===== src/include/rsc_pkg.sv =====
// ==========================================================
// remote request and command control: shared definitions
package rsc_pkg;
    // ======================================================
    // register bus
    localparam int AW = 5;
    localparam int DW = 32;
    localparam logic [AW-1:0] REG_CTRL = 5'h00;
    localparam logic [AW-1:0] REG_STATE = 5'h04;
    localparam logic [AW-1:0] REG_SETVAL = 5'h08;
    localparam logic [AW-1:0] REG_BUFVAL = 5'h0C;
    localparam logic [AW-1:0] REG_IRQ_STAT = 5'h10;
    localparam logic [AW-1:0] REG_IRQ_MASK = 5'h14;
    localparam logic [AW-1:0] REG_SCAN_DIV = 5'h18;
    localparam int CTRL_REQ_EN = 0;
    // ======================================================
    // polled status byte fields
    localparam int SB_LIMIT = 0;
    localparam int SB_SYNTAX = 1;
    localparam int SB_SETTLED = 2;
    localparam int SB_STEP = 5;
    localparam int SB_RQS = 6;
    // state register view: status byte in 7:0, flags above
    localparam int ST_SRQ = 8;
    localparam int ST_OPERATE = 9;
    localparam int ST_SCANNING = 10;
    localparam int ST_BUF_VALID = 11;
    localparam int ST_RANGE = 12;
    // ======================================================
    // interrupt status and mask layout
    localparam int IRQ_W = 4;
    localparam int IRQ_LIMIT = 0;
    localparam int IRQ_SYNTAX = 1;
    localparam int IRQ_STEP = 2;
    localparam int IRQ_POLL = 3;
    // ======================================================
    // widths and defaults
    localparam int VAL_W = 20;
    localparam int RANGE_W = 3;
    localparam int TICK_W = 24;
    localparam logic [TICK_W-1:0] SCAN_PERIOD_DEF = 24'h0F4240;
    localparam logic [VAL_W-1:0] UNIT_STEP_DEF = 20'h00001;
    // ======================================================
    // decoded program codes from the bus front end
    typedef enum logic [3:0] {
        CMD_NOP = 4'h0,
        CMD_STANDBY = 4'h1,
        CMD_OPERATE = 4'h2,
        CMD_SET = 4'h3,
        CMD_BUF = 4'h4,
        CMD_REQ_EN = 4'h5,
        CMD_REQ_DIS = 4'h6,
        CMD_CONT = 4'h7,
        CMD_RANGE = 4'h8,
        CMD_CLEAR = 4'h9,
        CMD_BAD = 4'hA
    } rsc_cmd_t;
    // ======================================================
    // state of the main block
    typedef struct packed {
        logic step_s1;
        logic step_s2;
        logic step_s3;
        logic lim_s1;
        logic lim_s2;
        logic lim_s3;
        logic req_en;
        logic operate;
        logic scanning;
        logic st_limit;
        logic st_syntax;
        logic st_settled;
        logic st_step;
        logic [VAL_W-1:0] set_val;
        logic [VAL_W-1:0] buf_val;
        logic buf_valid;
        logic [RANGE_W-1:0] range;
        logic [VAL_W-1:0] talk_data;
        logic talk_valid;
        logic [7:0] poll_byte;
        logic poll_valid;
        logic [IRQ_W-1:0] irq_stat;
        logic [IRQ_W-1:0] irq_mask;
        logic ack;
        logic [DW-1:0] rdata;
        logic [TICK_W-1:0] scan_div;
    } rsc_state_t;
    typedef struct packed {
        logic [TICK_W-1:0] cnt;
        logic tick;
    } rsc_tick_state_t;
endpackage


===== src/rsc_ctrl.sv =====
// Added by the designer: the placing of the registers and the Avalon-MM register port.
`timescale 1ns/1ps
`default_nettype none
module rsc_ctrl import rsc_pkg::*; #(
    parameter logic [TICK_W-1:0] SCAN_PERIOD = SCAN_PERIOD_DEF,
    parameter logic [VAL_W-1:0] UNIT_STEP = UNIT_STEP_DEF
) (
    input wire logic clk, // system clock, 125 MHz
    input wire logic rst_n, // synchronous reset, active low
    input wire logic [AW-1:0] avs_address, // byte address
    input wire logic avs_read, // read request
    input wire logic avs_write, // write request
    input wire logic [DW-1:0] avs_writedata, // write data
    input wire logic [3:0] avs_byteenable, // write byte lanes
    output logic [DW-1:0] avs_readdata, // read data
    output logic avs_waitrequest, // stall request
    input wire logic cmd_valid, // decoded code strobe
    input wire logic [3:0] cmd_op, // decoded code
    input wire logic [VAL_W-1:0] cmd_data, // value or range
    input wire logic listen_addressed, // addressed as listener
    input wire logic poll_req, // serial poll strobe
    input wire logic talk_req, // talker data strobe
    input wire logic external_step_input, // asynchronous pin
    input wire logic limiter_active, // asynchronous pin
    output logic srq, // service request line
    output logic [7:0] poll_byte, // status byte of last poll
    output logic poll_valid, // poll answer pulse
    output logic [VAL_W-1:0] talk_data, // panel set value
    output logic talk_valid, // talker answer pulse
    output logic [VAL_W-1:0] level_out, // applied set value
    output logic output_on, // operate state
    output logic [RANGE_W-1:0] range_out, // selected range
    output logic irq // level interrupt
);
    // ======================================================
    // helpers
    function automatic logic [7:0] sb_pack(input rsc_state_t s,
                                           input logic rq);
        sb_pack = 8'h00;
        sb_pack[SB_LIMIT] = s.st_limit;
        sb_pack[SB_SYNTAX] = s.st_syntax;
        sb_pack[SB_SETTLED] = s.st_settled;
        sb_pack[SB_STEP] = s.st_step;
        sb_pack[SB_RQS] = rq;
    endfunction

    function automatic logic [DW-1:0] wmerge(input logic [DW-1:0] old,
                                             input logic [DW-1:0] wd,
                                             input logic [3:0] be);
        wmerge = old;
        for (int i = 0; i < 4; i++) begin
            if (be[i]) begin
                wmerge[8*i +: 8] = wd[8*i +: 8];
            end
        end
    endfunction

    rsc_state_t st_reg;
    rsc_state_t st_next;
    logic scan_tick;
    logic step_edge;
    logic lim_edge;
    logic cmd_take;
    logic any_cause;
    logic bus_wr;
    logic [IRQ_W-1:0] irq_ev;
    logic [DW-1:0] rd_word;
    logic [DW-1:0] wr_old;

    rsc_tick u_tick (
        .clk(clk),
        .rst_n(rst_n),
        .run(st_reg.scanning),
        .period(st_reg.scan_div),
        .tick(scan_tick)
    );

    // ======================================================
    // request line
    assign any_cause = st_reg.st_limit | st_reg.st_syntax
                     | st_reg.st_settled | st_reg.st_step;
    assign srq = st_reg.req_en & any_cause;
    assign step_edge = st_reg.step_s2 & ~st_reg.step_s3;
    assign lim_edge = st_reg.lim_s2 & ~st_reg.lim_s3;
    // only the addressed listeners act on a code
    assign cmd_take = cmd_valid & listen_addressed;
    assign bus_wr = avs_write & st_reg.ack;

    // ======================================================
    // next state
    always_comb begin
        st_next = st_reg;
        irq_ev = '0;
        rd_word = '0;
        wr_old = '0;
        st_next.talk_valid = 1'b0;
        st_next.poll_valid = 1'b0;
        st_next.step_s1 = external_step_input;
        st_next.step_s2 = st_reg.step_s1;
        st_next.step_s3 = st_reg.step_s2;
        st_next.lim_s1 = limiter_active;
        st_next.lim_s2 = st_reg.lim_s1;
        st_next.lim_s3 = st_reg.lim_s2;

        // poll clears first so that a cause arriving now still sets
        if (poll_req) begin
            st_next.poll_byte = sb_pack(st_reg, srq);
            st_next.poll_valid = 1'b1;
            st_next.st_limit = 1'b0;
            st_next.st_settled = 1'b0;
            st_next.st_step = 1'b0;
            irq_ev[IRQ_POLL] = 1'b1;
        end
        if (talk_req) begin
            st_next.talk_data = st_reg.set_val;
            st_next.talk_valid = 1'b1;
        end

        if (st_reg.scanning && scan_tick) begin
            st_next.set_val = st_reg.set_val + UNIT_STEP;
        end

        // bus write before codes: a code in the same cycle wins
        if (bus_wr) begin
            if (avs_address == REG_CTRL) begin
                wr_old[CTRL_REQ_EN] = st_reg.req_en;
                wr_old = wmerge(wr_old, avs_writedata, avs_byteenable);
                st_next.req_en = wr_old[CTRL_REQ_EN];
            end else if (avs_address == REG_IRQ_STAT) begin
                wr_old[IRQ_W-1:0] = st_reg.irq_stat;
                wr_old = wmerge(wr_old, avs_writedata, avs_byteenable);
                st_next.irq_stat = st_reg.irq_stat & ~wr_old[IRQ_W-1:0];
            end else if (avs_address == REG_IRQ_MASK) begin
                wr_old[IRQ_W-1:0] = st_reg.irq_mask;
                wr_old = wmerge(wr_old, avs_writedata, avs_byteenable);
                st_next.irq_mask = wr_old[IRQ_W-1:0];
            end else if (avs_address == REG_SCAN_DIV) begin
                wr_old[TICK_W-1:0] = st_reg.scan_div;
                wr_old = wmerge(wr_old, avs_writedata, avs_byteenable);
                st_next.scan_div = wr_old[TICK_W-1:0];
            end
        end

        // one code per cycle, applied in arrival order
        if (cmd_take) begin
            // any well-formed code other than NOP counts as the corrected statement
            if (cmd_op != CMD_BAD && cmd_op != CMD_NOP) begin
                st_next.st_syntax = 1'b0;
            end
            case (cmd_op)
                CMD_STANDBY: begin
                    st_next.operate = 1'b0;
                    st_next.st_settled = 1'b0;
                end
                CMD_OPERATE: begin
                    st_next.operate = 1'b1;
                    if (st_reg.buf_valid) begin
                        st_next.set_val = st_reg.buf_val;
                        st_next.buf_valid = 1'b0;
                    end
                    st_next.st_settled = 1'b1;
                end
                CMD_SET: begin
                    st_next.set_val = cmd_data;
                    if (st_reg.operate) begin
                        st_next.st_settled = 1'b1;
                    end
                end
                CMD_BUF: begin
                    st_next.buf_val = cmd_data;
                    st_next.buf_valid = 1'b1;
                end
                CMD_REQ_EN: st_next.req_en = 1'b1;
                CMD_REQ_DIS: st_next.req_en = 1'b0;
                CMD_CONT: st_next.scanning = 1'b1;
                CMD_RANGE: st_next.range = cmd_data[RANGE_W-1:0];
                CMD_CLEAR: begin
                    st_next.req_en = 1'b0;
                    st_next.operate = 1'b0;
                    st_next.scanning = 1'b0;
                    st_next.st_limit = 1'b0;
                    st_next.st_settled = 1'b0;
                    st_next.st_step = 1'b0;
                    st_next.set_val = '0;
                    st_next.buf_val = '0;
                    st_next.buf_valid = 1'b0;
                    st_next.range = '0;
                end
                CMD_BAD: begin
                    // the faulty parameter keeps its old value
                    st_next.st_syntax = 1'b1;
                    irq_ev[IRQ_SYNTAX] = 1'b1;
                end
                default: begin
                end
            endcase
        end

        // events last: a cause in a poll or clear cycle still sets
        // edge only: a persisting overload requests once
        if (lim_edge) begin
            st_next.st_limit = 1'b1;
            irq_ev[IRQ_LIMIT] = 1'b1;
        end
        if (st_reg.scanning && step_edge) begin
            st_next.scanning = 1'b0;
            st_next.st_step = 1'b1;
            irq_ev[IRQ_STEP] = 1'b1;
        end

        // set wins over write-one-to-clear
        st_next.irq_stat = st_next.irq_stat | irq_ev;

        // ==================================================
        // bus answer: one wait cycle, read data from a flop
        if (avs_address == REG_CTRL) begin
            rd_word[CTRL_REQ_EN] = st_reg.req_en;
        end else if (avs_address == REG_STATE) begin
            rd_word[7:0] = sb_pack(st_reg, srq);
            rd_word[ST_SRQ] = srq;
            rd_word[ST_OPERATE] = st_reg.operate;
            rd_word[ST_SCANNING] = st_reg.scanning;
            rd_word[ST_BUF_VALID] = st_reg.buf_valid;
            rd_word[ST_RANGE +: RANGE_W] = st_reg.range;
        end else if (avs_address == REG_SETVAL) begin
            rd_word[VAL_W-1:0] = st_reg.set_val;
        end else if (avs_address == REG_BUFVAL) begin
            rd_word[VAL_W-1:0] = st_reg.buf_val;
        end else if (avs_address == REG_IRQ_STAT) begin
            rd_word[IRQ_W-1:0] = st_reg.irq_stat;
        end else if (avs_address == REG_IRQ_MASK) begin
            rd_word[IRQ_W-1:0] = st_reg.irq_mask;
        end else if (avs_address == REG_SCAN_DIV) begin
            rd_word[TICK_W-1:0] = st_reg.scan_div;
        end
        st_next.ack = (avs_read | avs_write) & ~st_reg.ack;
        if (avs_read && !st_reg.ack) begin
            st_next.rdata = rd_word;
        end
    end

    always_ff @(posedge clk) begin
        if (!rst_n) begin
            st_reg <= '0;
            st_reg.scan_div <= SCAN_PERIOD;
        end else begin
            st_reg <= st_next;
        end
    end

    assign avs_waitrequest = (avs_read | avs_write) & ~st_reg.ack;
    assign avs_readdata = st_reg.rdata;
    assign poll_byte = st_reg.poll_byte;
    assign poll_valid = st_reg.poll_valid;
    assign talk_data = st_reg.talk_data;
    assign talk_valid = st_reg.talk_valid;
    assign level_out = st_reg.set_val;
    assign output_on = st_reg.operate;
    assign range_out = st_reg.range;
    assign irq = |(st_reg.irq_stat & st_reg.irq_mask);
endmodule // rsc_ctrl
`default_nettype wire


===== src/rsc_tick.sv =====
`timescale 1ns/1ps
`default_nettype none
// ==========================================================
// scan rate divider: one-cycle enable every period cycles
module rsc_tick import rsc_pkg::*; (
    input wire logic clk, // system clock
    input wire logic rst_n, // synchronous reset, active low
    input wire logic run, // count while high, restart when low
    input wire logic [TICK_W-1:0] period, // cycles per tick
    output logic tick // one-cycle pulse
);
    rsc_tick_state_t st_reg;
    rsc_tick_state_t st_next;

    always_comb begin
        st_next = st_reg;
        st_next.tick = 1'b0;
        if (!run) begin
            st_next.cnt = '0;
        // a period of zero or one still ticks every cycle
        end else if (st_reg.cnt + 1'b1 >= period) begin
            st_next.cnt = '0;
            st_next.tick = 1'b1;
        end else begin
            st_next.cnt = st_reg.cnt + 1'b1;
        end
    end

    always_ff @(posedge clk) begin
        if (!rst_n) begin
            st_reg <= '0;
        end else begin
            st_reg <= st_next;
        end
    end

    assign tick = st_reg.tick;
endmodule // rsc_tick
`default_nettype wire

===== config.mk =====
export PLATFORM = sky130hd
export DESIGN_NAME = rsc_ctrl
export DESIGN_NICKNAME = d
export VERILOG_FILES = /design/src/include/rsc_pkg.sv /design/src/rsc_ctrl.sv /design/src/rsc_tick.sv
export SDC_FILE = /design/constraint.sdc
export NUM_CORES = 1
export LEC_CHECK = 0
export BUFFER_PORTS_ARGS = -buffer_cell sky130_fd_sc_hd__buf_2
export CAP_MARGIN = 20
export CORE_MARGIN = 4
export CORE_UTILIZATION = 30
export CTS_CLUSTER_SIZE = 40
export DETAILED_ROUTE_END_ITERATION = 8
export GPL_TIMING_DRIVEN = 0
export HOLD_SLACK_MARGIN = 0.03
export PLACE_DENSITY_LB_ADDON = 0.25
export SETUP_SLACK_MARGIN = 0.3
export SLEW_MARGIN = 20
export SYNTH_ARGS = -nofsm -noshare
export SYNTH_HDL_FRONTEND = slang
export SYNTH_SLANG_ARGS = --single-unit

===== constraint.sdc =====
create_clock -name clk -period 3.2 [get_ports clk]
set_input_delay 0.16 -clock clk [delete_from_list [all_inputs] [get_ports clk]]
set_output_delay 0.16 -clock clk [all_outputs]
set_load 0.02 [all_outputs]

Word-level counts from Yosys, hierarchy flattened

Cells that the tools add are included.

Bits in registers: 166
Input bits: 75
Output and inout bits: 89
Word-level logic and storage cells: 162

Add/sub/neg operators: 2
Order comparisons: 1
Eq/ne operators: 17
Muxes and demuxes: 60
Bitwise logic cells: 22
Reductions and logical operators: 30

Operators with widths:

| operator                                      | count |
|---|---|
| two-way mux 24 bit                            | 7 |
| two-way mux 20 bit                            | 6 |
| one-hot mux 20 bit (3 select lines)           | 1 |
| two-way mux 51 bit                            | 1 |
| two-way mux 4 bit                             | 12 |
| one-hot mux 20 bit (2 select lines)           | 1 |
| adder 24 x 1 -> 24 bit, second input constant | 1 |
| greater-or-equal comparator 24 bit            | 1 |
| two-way mux 23 bit                            | 1 |
| adder 20 x 1 -> 20 bit, second input constant | 1 |
| two-way mux 1 bit                             | 20 |
| AND reduction 6 bit                           | 3 |
| == test 4 x 3 -> 1 bit, second input constant | 4 |
| two-way mux 8 bit                             | 2 |
| == test 5 bit, second input constant          | 3 |
| two-way mux 15 bit                            | 1 |
| AND reduction 2 bit                           | 7 |
| == test 4 bit, second input constant          | 3 |
| nonzero test 2 bit                            | 6 |
| == test 5 x 4 -> 1 bit, second input constant | 2 |
| two-way mux 9 bit                             | 1 |
| AND 4 bit                                     | 2 |
| == test 4 x 2 -> 1 bit, second input constant | 2 |
| NOT 1 bit                                     | 8 |
| other kinds (19)                              | 36 |

Depth between registers and ports, before layout

Word-level depth: 14
Mapped depth: 13
Gate-level depth less buffers: 12

Cells and area by module

From an unflattened synthesis, not the netlist that was laid out.

Cells, all modules: 1,033
Area total of the unflattened synthesis: 9,332.7 µm²

Modules (own cells, without submodules):

| module   | instances | cells each | area each (µm²) |
|---|---|---|---|
| rsc_ctrl | 1         | 830        | 7,374.6 |
| rsc_tick | 1         | 203        | 1,958.1 |

Worst setup path before layout

OpenSTA, ideal clock, no wires.

Path kind: reg2reg
Start point: reg u_tick.st_reg[1] (netlist name)
End point: reg u_tick.st_reg[20] (netlist name)
Library setup time: 140 ps
Arrival time: 2,783 ps
Slack: 277 ps
Stages on the path, launching flop included: 14
Path buffers: 1
Path through: dfxtp_1 ha_1 nand4_1 nor4_2 nand4_1 xor2_1 inv_1 ha_1 nand4_1 nor4_1 o21ai_1 o211ai_2 buf_2 a211oi_1

Cells in the longest elaborated chain, start to end: 3

RTL lines:

| element                            | line                           | source |
|---|---|---|
| from (decl)                        | rsc_tick.sv:12                 | `rsc_tick_state_t st_reg;` |
| from (signal assigned)             | rsc_tick.sv:33                 | `st_reg <= st_next;` |
| adder 24 x 1 -> 24 bit (*)         | rsc_tick.sv:21, rsc_tick.sv:25 |  |
| greater-or-equal comparator 24 bit | rsc_tick.sv:21                 | `end else if (st_reg.cnt + 1'b1 >= period) begin` |
| OR reduction 3 bit (no line)       | -                              |  |

Mark *: on every way between the ends. The rest lies on a longest branch, timed or not.
A chain may end at the register's enable or synchronous reset.

Final worst setup path

Start point: reg u_tick.st_reg[2] (netlist name)
End point: reg u_tick.st_reg[2] (netlist name)

Same word-level chain as after synthesis.

==> results.py <==
metrics = {
    "worst_setup_path": {
        "crit_chain": "ha_4, nand4_1, buf_4, buf_4, nor4_1, xor2_1, ha_1, nand2_1, o21ai_0, a22oi_2, o211ai_2, buf_4, a2111oi_4",
        "required_ns": 3.54,
        "rr_startpoint": "u_tick.st_reg[2]",
        "slowest_stage": "dfxtp_4",
        "crit_top_cell": "buf_4",
        "critical_path.max_fanout": 3,
        "cp_slowest_stage_delay_ns": 0.37,
        "ff2ff_setup_slack_ns": 0.14,
        "startpoint_type": "flip-flop",
        "cp.arrival_ns": 3.39,
        "worstRegToRegCells": 13,
        "endpoint_kind": "flip-flop",
        "timing.rr.end": "u_tick.st_reg[2]",
        "criticalPathCategory": "reg2reg",
    },
    "logic_synthesis": {
        "synth-seq-cells": 166,
        "async_reset_ff_share_pct": 0,
        "seq_area_frac_synth_pct": 36.4,
        "syn_area_sq_um": 9140,
        "postSynthCellCount": 1027,
        "synth_ff_type": "dfxtp_1",
        "yosysUniqueCellTypes": 72,
        "yosys_warnings": 0,
        "synth-edff-count": 0,
        "synth.avg_cell_area_sq_um": 8.90,
    },
    "floorplanning": {
        "die-width_um": 183,
        "coreArea_sq_um": 29900,
        "start_util_pct": 30.6,
        "pin_count": 164,
        "die_h_um": 183,
        "rows": 63,
        "dieArea_sq_um": 33300,
    },
    "clock_network": {
        "cts_made_buffers": 17,
        "clk_pin_slew_ns": 0.07,
        "h-tree-depth": 4,
        "cts_root_buf": "clkbuf_16",
        "clkSinkCount": 166,
        "max-clock-path-buffers": 2,
        "cts_tree": "built",
        "clock_latency_ns": 0.44,
    },
    "sta": {
        "rsz0062_at_grt": "true",
        "finalClockSkew_ns": 0.00953,
        "slew_viol_final": 0,
        "worst_pin_slew_ns": 0.894,
        "min_period_over_period_pct": 95.5,
        "finalSetupTns_ns": 0,
        "setup_viol": 0,
        "slew_headroom_pct": 40.0,
        "fmax_mhz": 327,
        "hold_slack_ns": 0.0410,
        "hold_viol": 0,
        "period_needed_ns": 3.06,
    },
    "power_and_ir_drop": {
        "irDropWorstVdd_mv": 0.312,
        "leakage_nw": 5.30,
        "power_density_nw_per_um2": 390,
    },
    "route": {
        "ant_nets": 0,
        "totalWireLength_mm": 29.9,
        "num_vias": 8244,
        "dr.first_iter.drc_count": 673,
        "route.detailed.wl_per_inst_um": 18.2,
        "drc": 0,
        "viasPerCell": 5.00,
        "dr.pass1.iters": 7,
    },
    "run_status": {
        "status": "finished clean",
    },
    "layout": {
        "synthToLayoutAreaGrowth_pct": 29.1,
        "mostFrequentLayoutCells": "buf_2, dfxtp_1, buf_4, nand2_1, nor2b_1",
        "final_util_pct": 39.5,
        "drive_gt1_share_pct": 31.3,
        "diodes": 0,
        "layout.nets": 1348,
        "instances_no_fill": 1650,
        "largest_reg_flops": 62,
    },
    "worst_hold_path": {
        "holdPathStages": 3,
        "min_from": "cmd_data[0]",
        "min_to": "range_out[0]",
        "hold_path.class": "in2reg",
    },
    "placement": {
        "dp.cells": 1564,
        "place_congestion": 0.856,
        "dp_hpwl_mm": 22.7,
        "io_buffers": 137,
    },
    "grt": {
        "grt_use_met1_pct": 23.8,
        "grt_first_pass_wirelength_mm": 45.7,
        "grt_overflow": 0,
        "gr-usage-met3_pct": 4.01,
        "grt_use_met2_pct": 28.2,
        "track_usage_pct": 17.6,
        "grt_pass1_vias": 8015,
        "grt_max_degree": 17,
        "antenna_found_initial": 3,
        "grt_most_used_layer": "met2",
    },
    "run": {
        "maxCapViolations": 0,
    },
}
==> logic make-up (layout without fill, tap and decap cells) <==
kind of cell,Yosys count,after routing,share of synthesized area (%)
and+or+nand+nor,311,311,19.6
AOI/OAI and AO/OA,230,230,17.9
buffers and inverters,195,418,12.4
DFF,166,166,36.4
muxes,58,58,6.37
xor gates and xnor gates,40,40,3.83
adders and majority gates,26,26,3.56
other,1,11,0.0410
==> power breakdown <==
group	switching (mW)	total [mW]	internal [mW]
Clock	0.960	2.13	1.17
Sequential	0.0134	2.10	2.08
Combinational	0.216	0.371	0.155
Total	1.19	4.60	3.41
==> critical path: cells and delay by family, from the launching register on <==
kind | cells | cell delay (ns)
xor+xnor | 1 | 0.25
flops | 1 | 0.37
simple gates | 3 | 0.60
buf+inv | 3 | 0.53
fa+ha+maj | 2 | 0.42
compound gates | 4 | 0.78
==> repair_timing <==
item,in CTS,in global routing
cloned,2,0
pin swaps,25,19
hold buffers,26,0
endpoints found under the setup margin,25,25
gates resized for setup,58,35
buffers inserted,17,9
hold endpoints to repair,27,0
==> final cells by class <==
type / instances / area, sq um
inverter: 48 / 180
buffer: 147 / 993
tap: 390 / 488
fill: 3098 / 18100
clock buffer: 17 / 425
multi-input combinational: 676 / 5000
sequential: 166 / 3350
clock inverter: 15 / 164
timing repair buffer: 191 / 1190
==> through the flow <==
| step | power (mW) | setup WS, ns | area, sq um |
|---|---|---|---|
| after floorplan | 2.35 | 0.386 | 9170 |
| after global placement | 2.49 | -0.409 | 10300 |
| after detailed placement | 2.49 | -0.414 | 10300 |
| after CTS | 4.63 | 0.113 | 11600 |
| after global routing | 4.75 | 0.0357 | 11800 |
| final | 4.60 | 0.143 | 11800 |
==> how the worst max path moves through the flow <==
stage	start	endpoint	slack, ns	depth (start not counted)
global placement	u_tick.st_reg[1]	u_tick.st_reg[24]	-0.41	13
CTS	u_tick.st_reg[2]	u_tick.st_reg[24]	0.11	14
floorplan	u_tick.st_reg[1]	u_tick.st_reg[20]	0.39	13
global route	u_tick.st_reg[2]	u_tick.st_reg[2]	0.04	13
detailed placement	u_tick.st_reg[1]	u_tick.st_reg[23]	-0.41	13
finish	u_tick.st_reg[2]	u_tick.st_reg[2]	0.14	13
==> layer usage <==
layer  vias to the layer above  wire length [um]
li1                       3970                 -
met1                      3994             13800
met2                       237             13700
met3                        37              1830
met4                         6               577
met5                         -                41
==> synth_stat cells, drive strengths merged (2+ instances only) <==
library cell | n | area [sq um]
a211oi | 13 | 108
or3 | 3 | 18.8
and2 | 22 | 140
and4 | 8 | 70.1
nand4 | 16 | 140
a222oi | 7 | 70.1
nor3 | 14 | 90.1
mux2i | 57 | 571
dfxtp | 166 | 3320
a221o | 6 | 60.1
o211ai | 3 | 27.5
a21boi | 21 | 161
o21a | 4 | 30.0
a22oi | 44 | 330
a22o | 2 | 17.5
nor3b | 2 | 26.3
o221a | 3 | 33.8
nor2b | 73 | 457
nand3 | 31 | 160
clkbuf | 32 | 120
o22ai | 14 | 87.6
a2bb2oi | 2 | 17.5
nor2 | 26 | 100
a21oi | 56 | 280
nand2b | 16 | 100
a21o | 4 | 30.0
a211o | 10 | 87.6
xor2 | 27 | 236
xnor2 | 13 | 114
nand2 | 76 | 285
nand3b | 2 | 15.0
nor4 | 10 | 83.8
o211a | 9 | 90.1
ha | 26 | 325
buf | 115 | 828
and3 | 8 | 50.1
inv | 48 | 180
o21ai | 20 | 100
a31oi | 3 | 18.8
(Power assumes the default switching activity.)
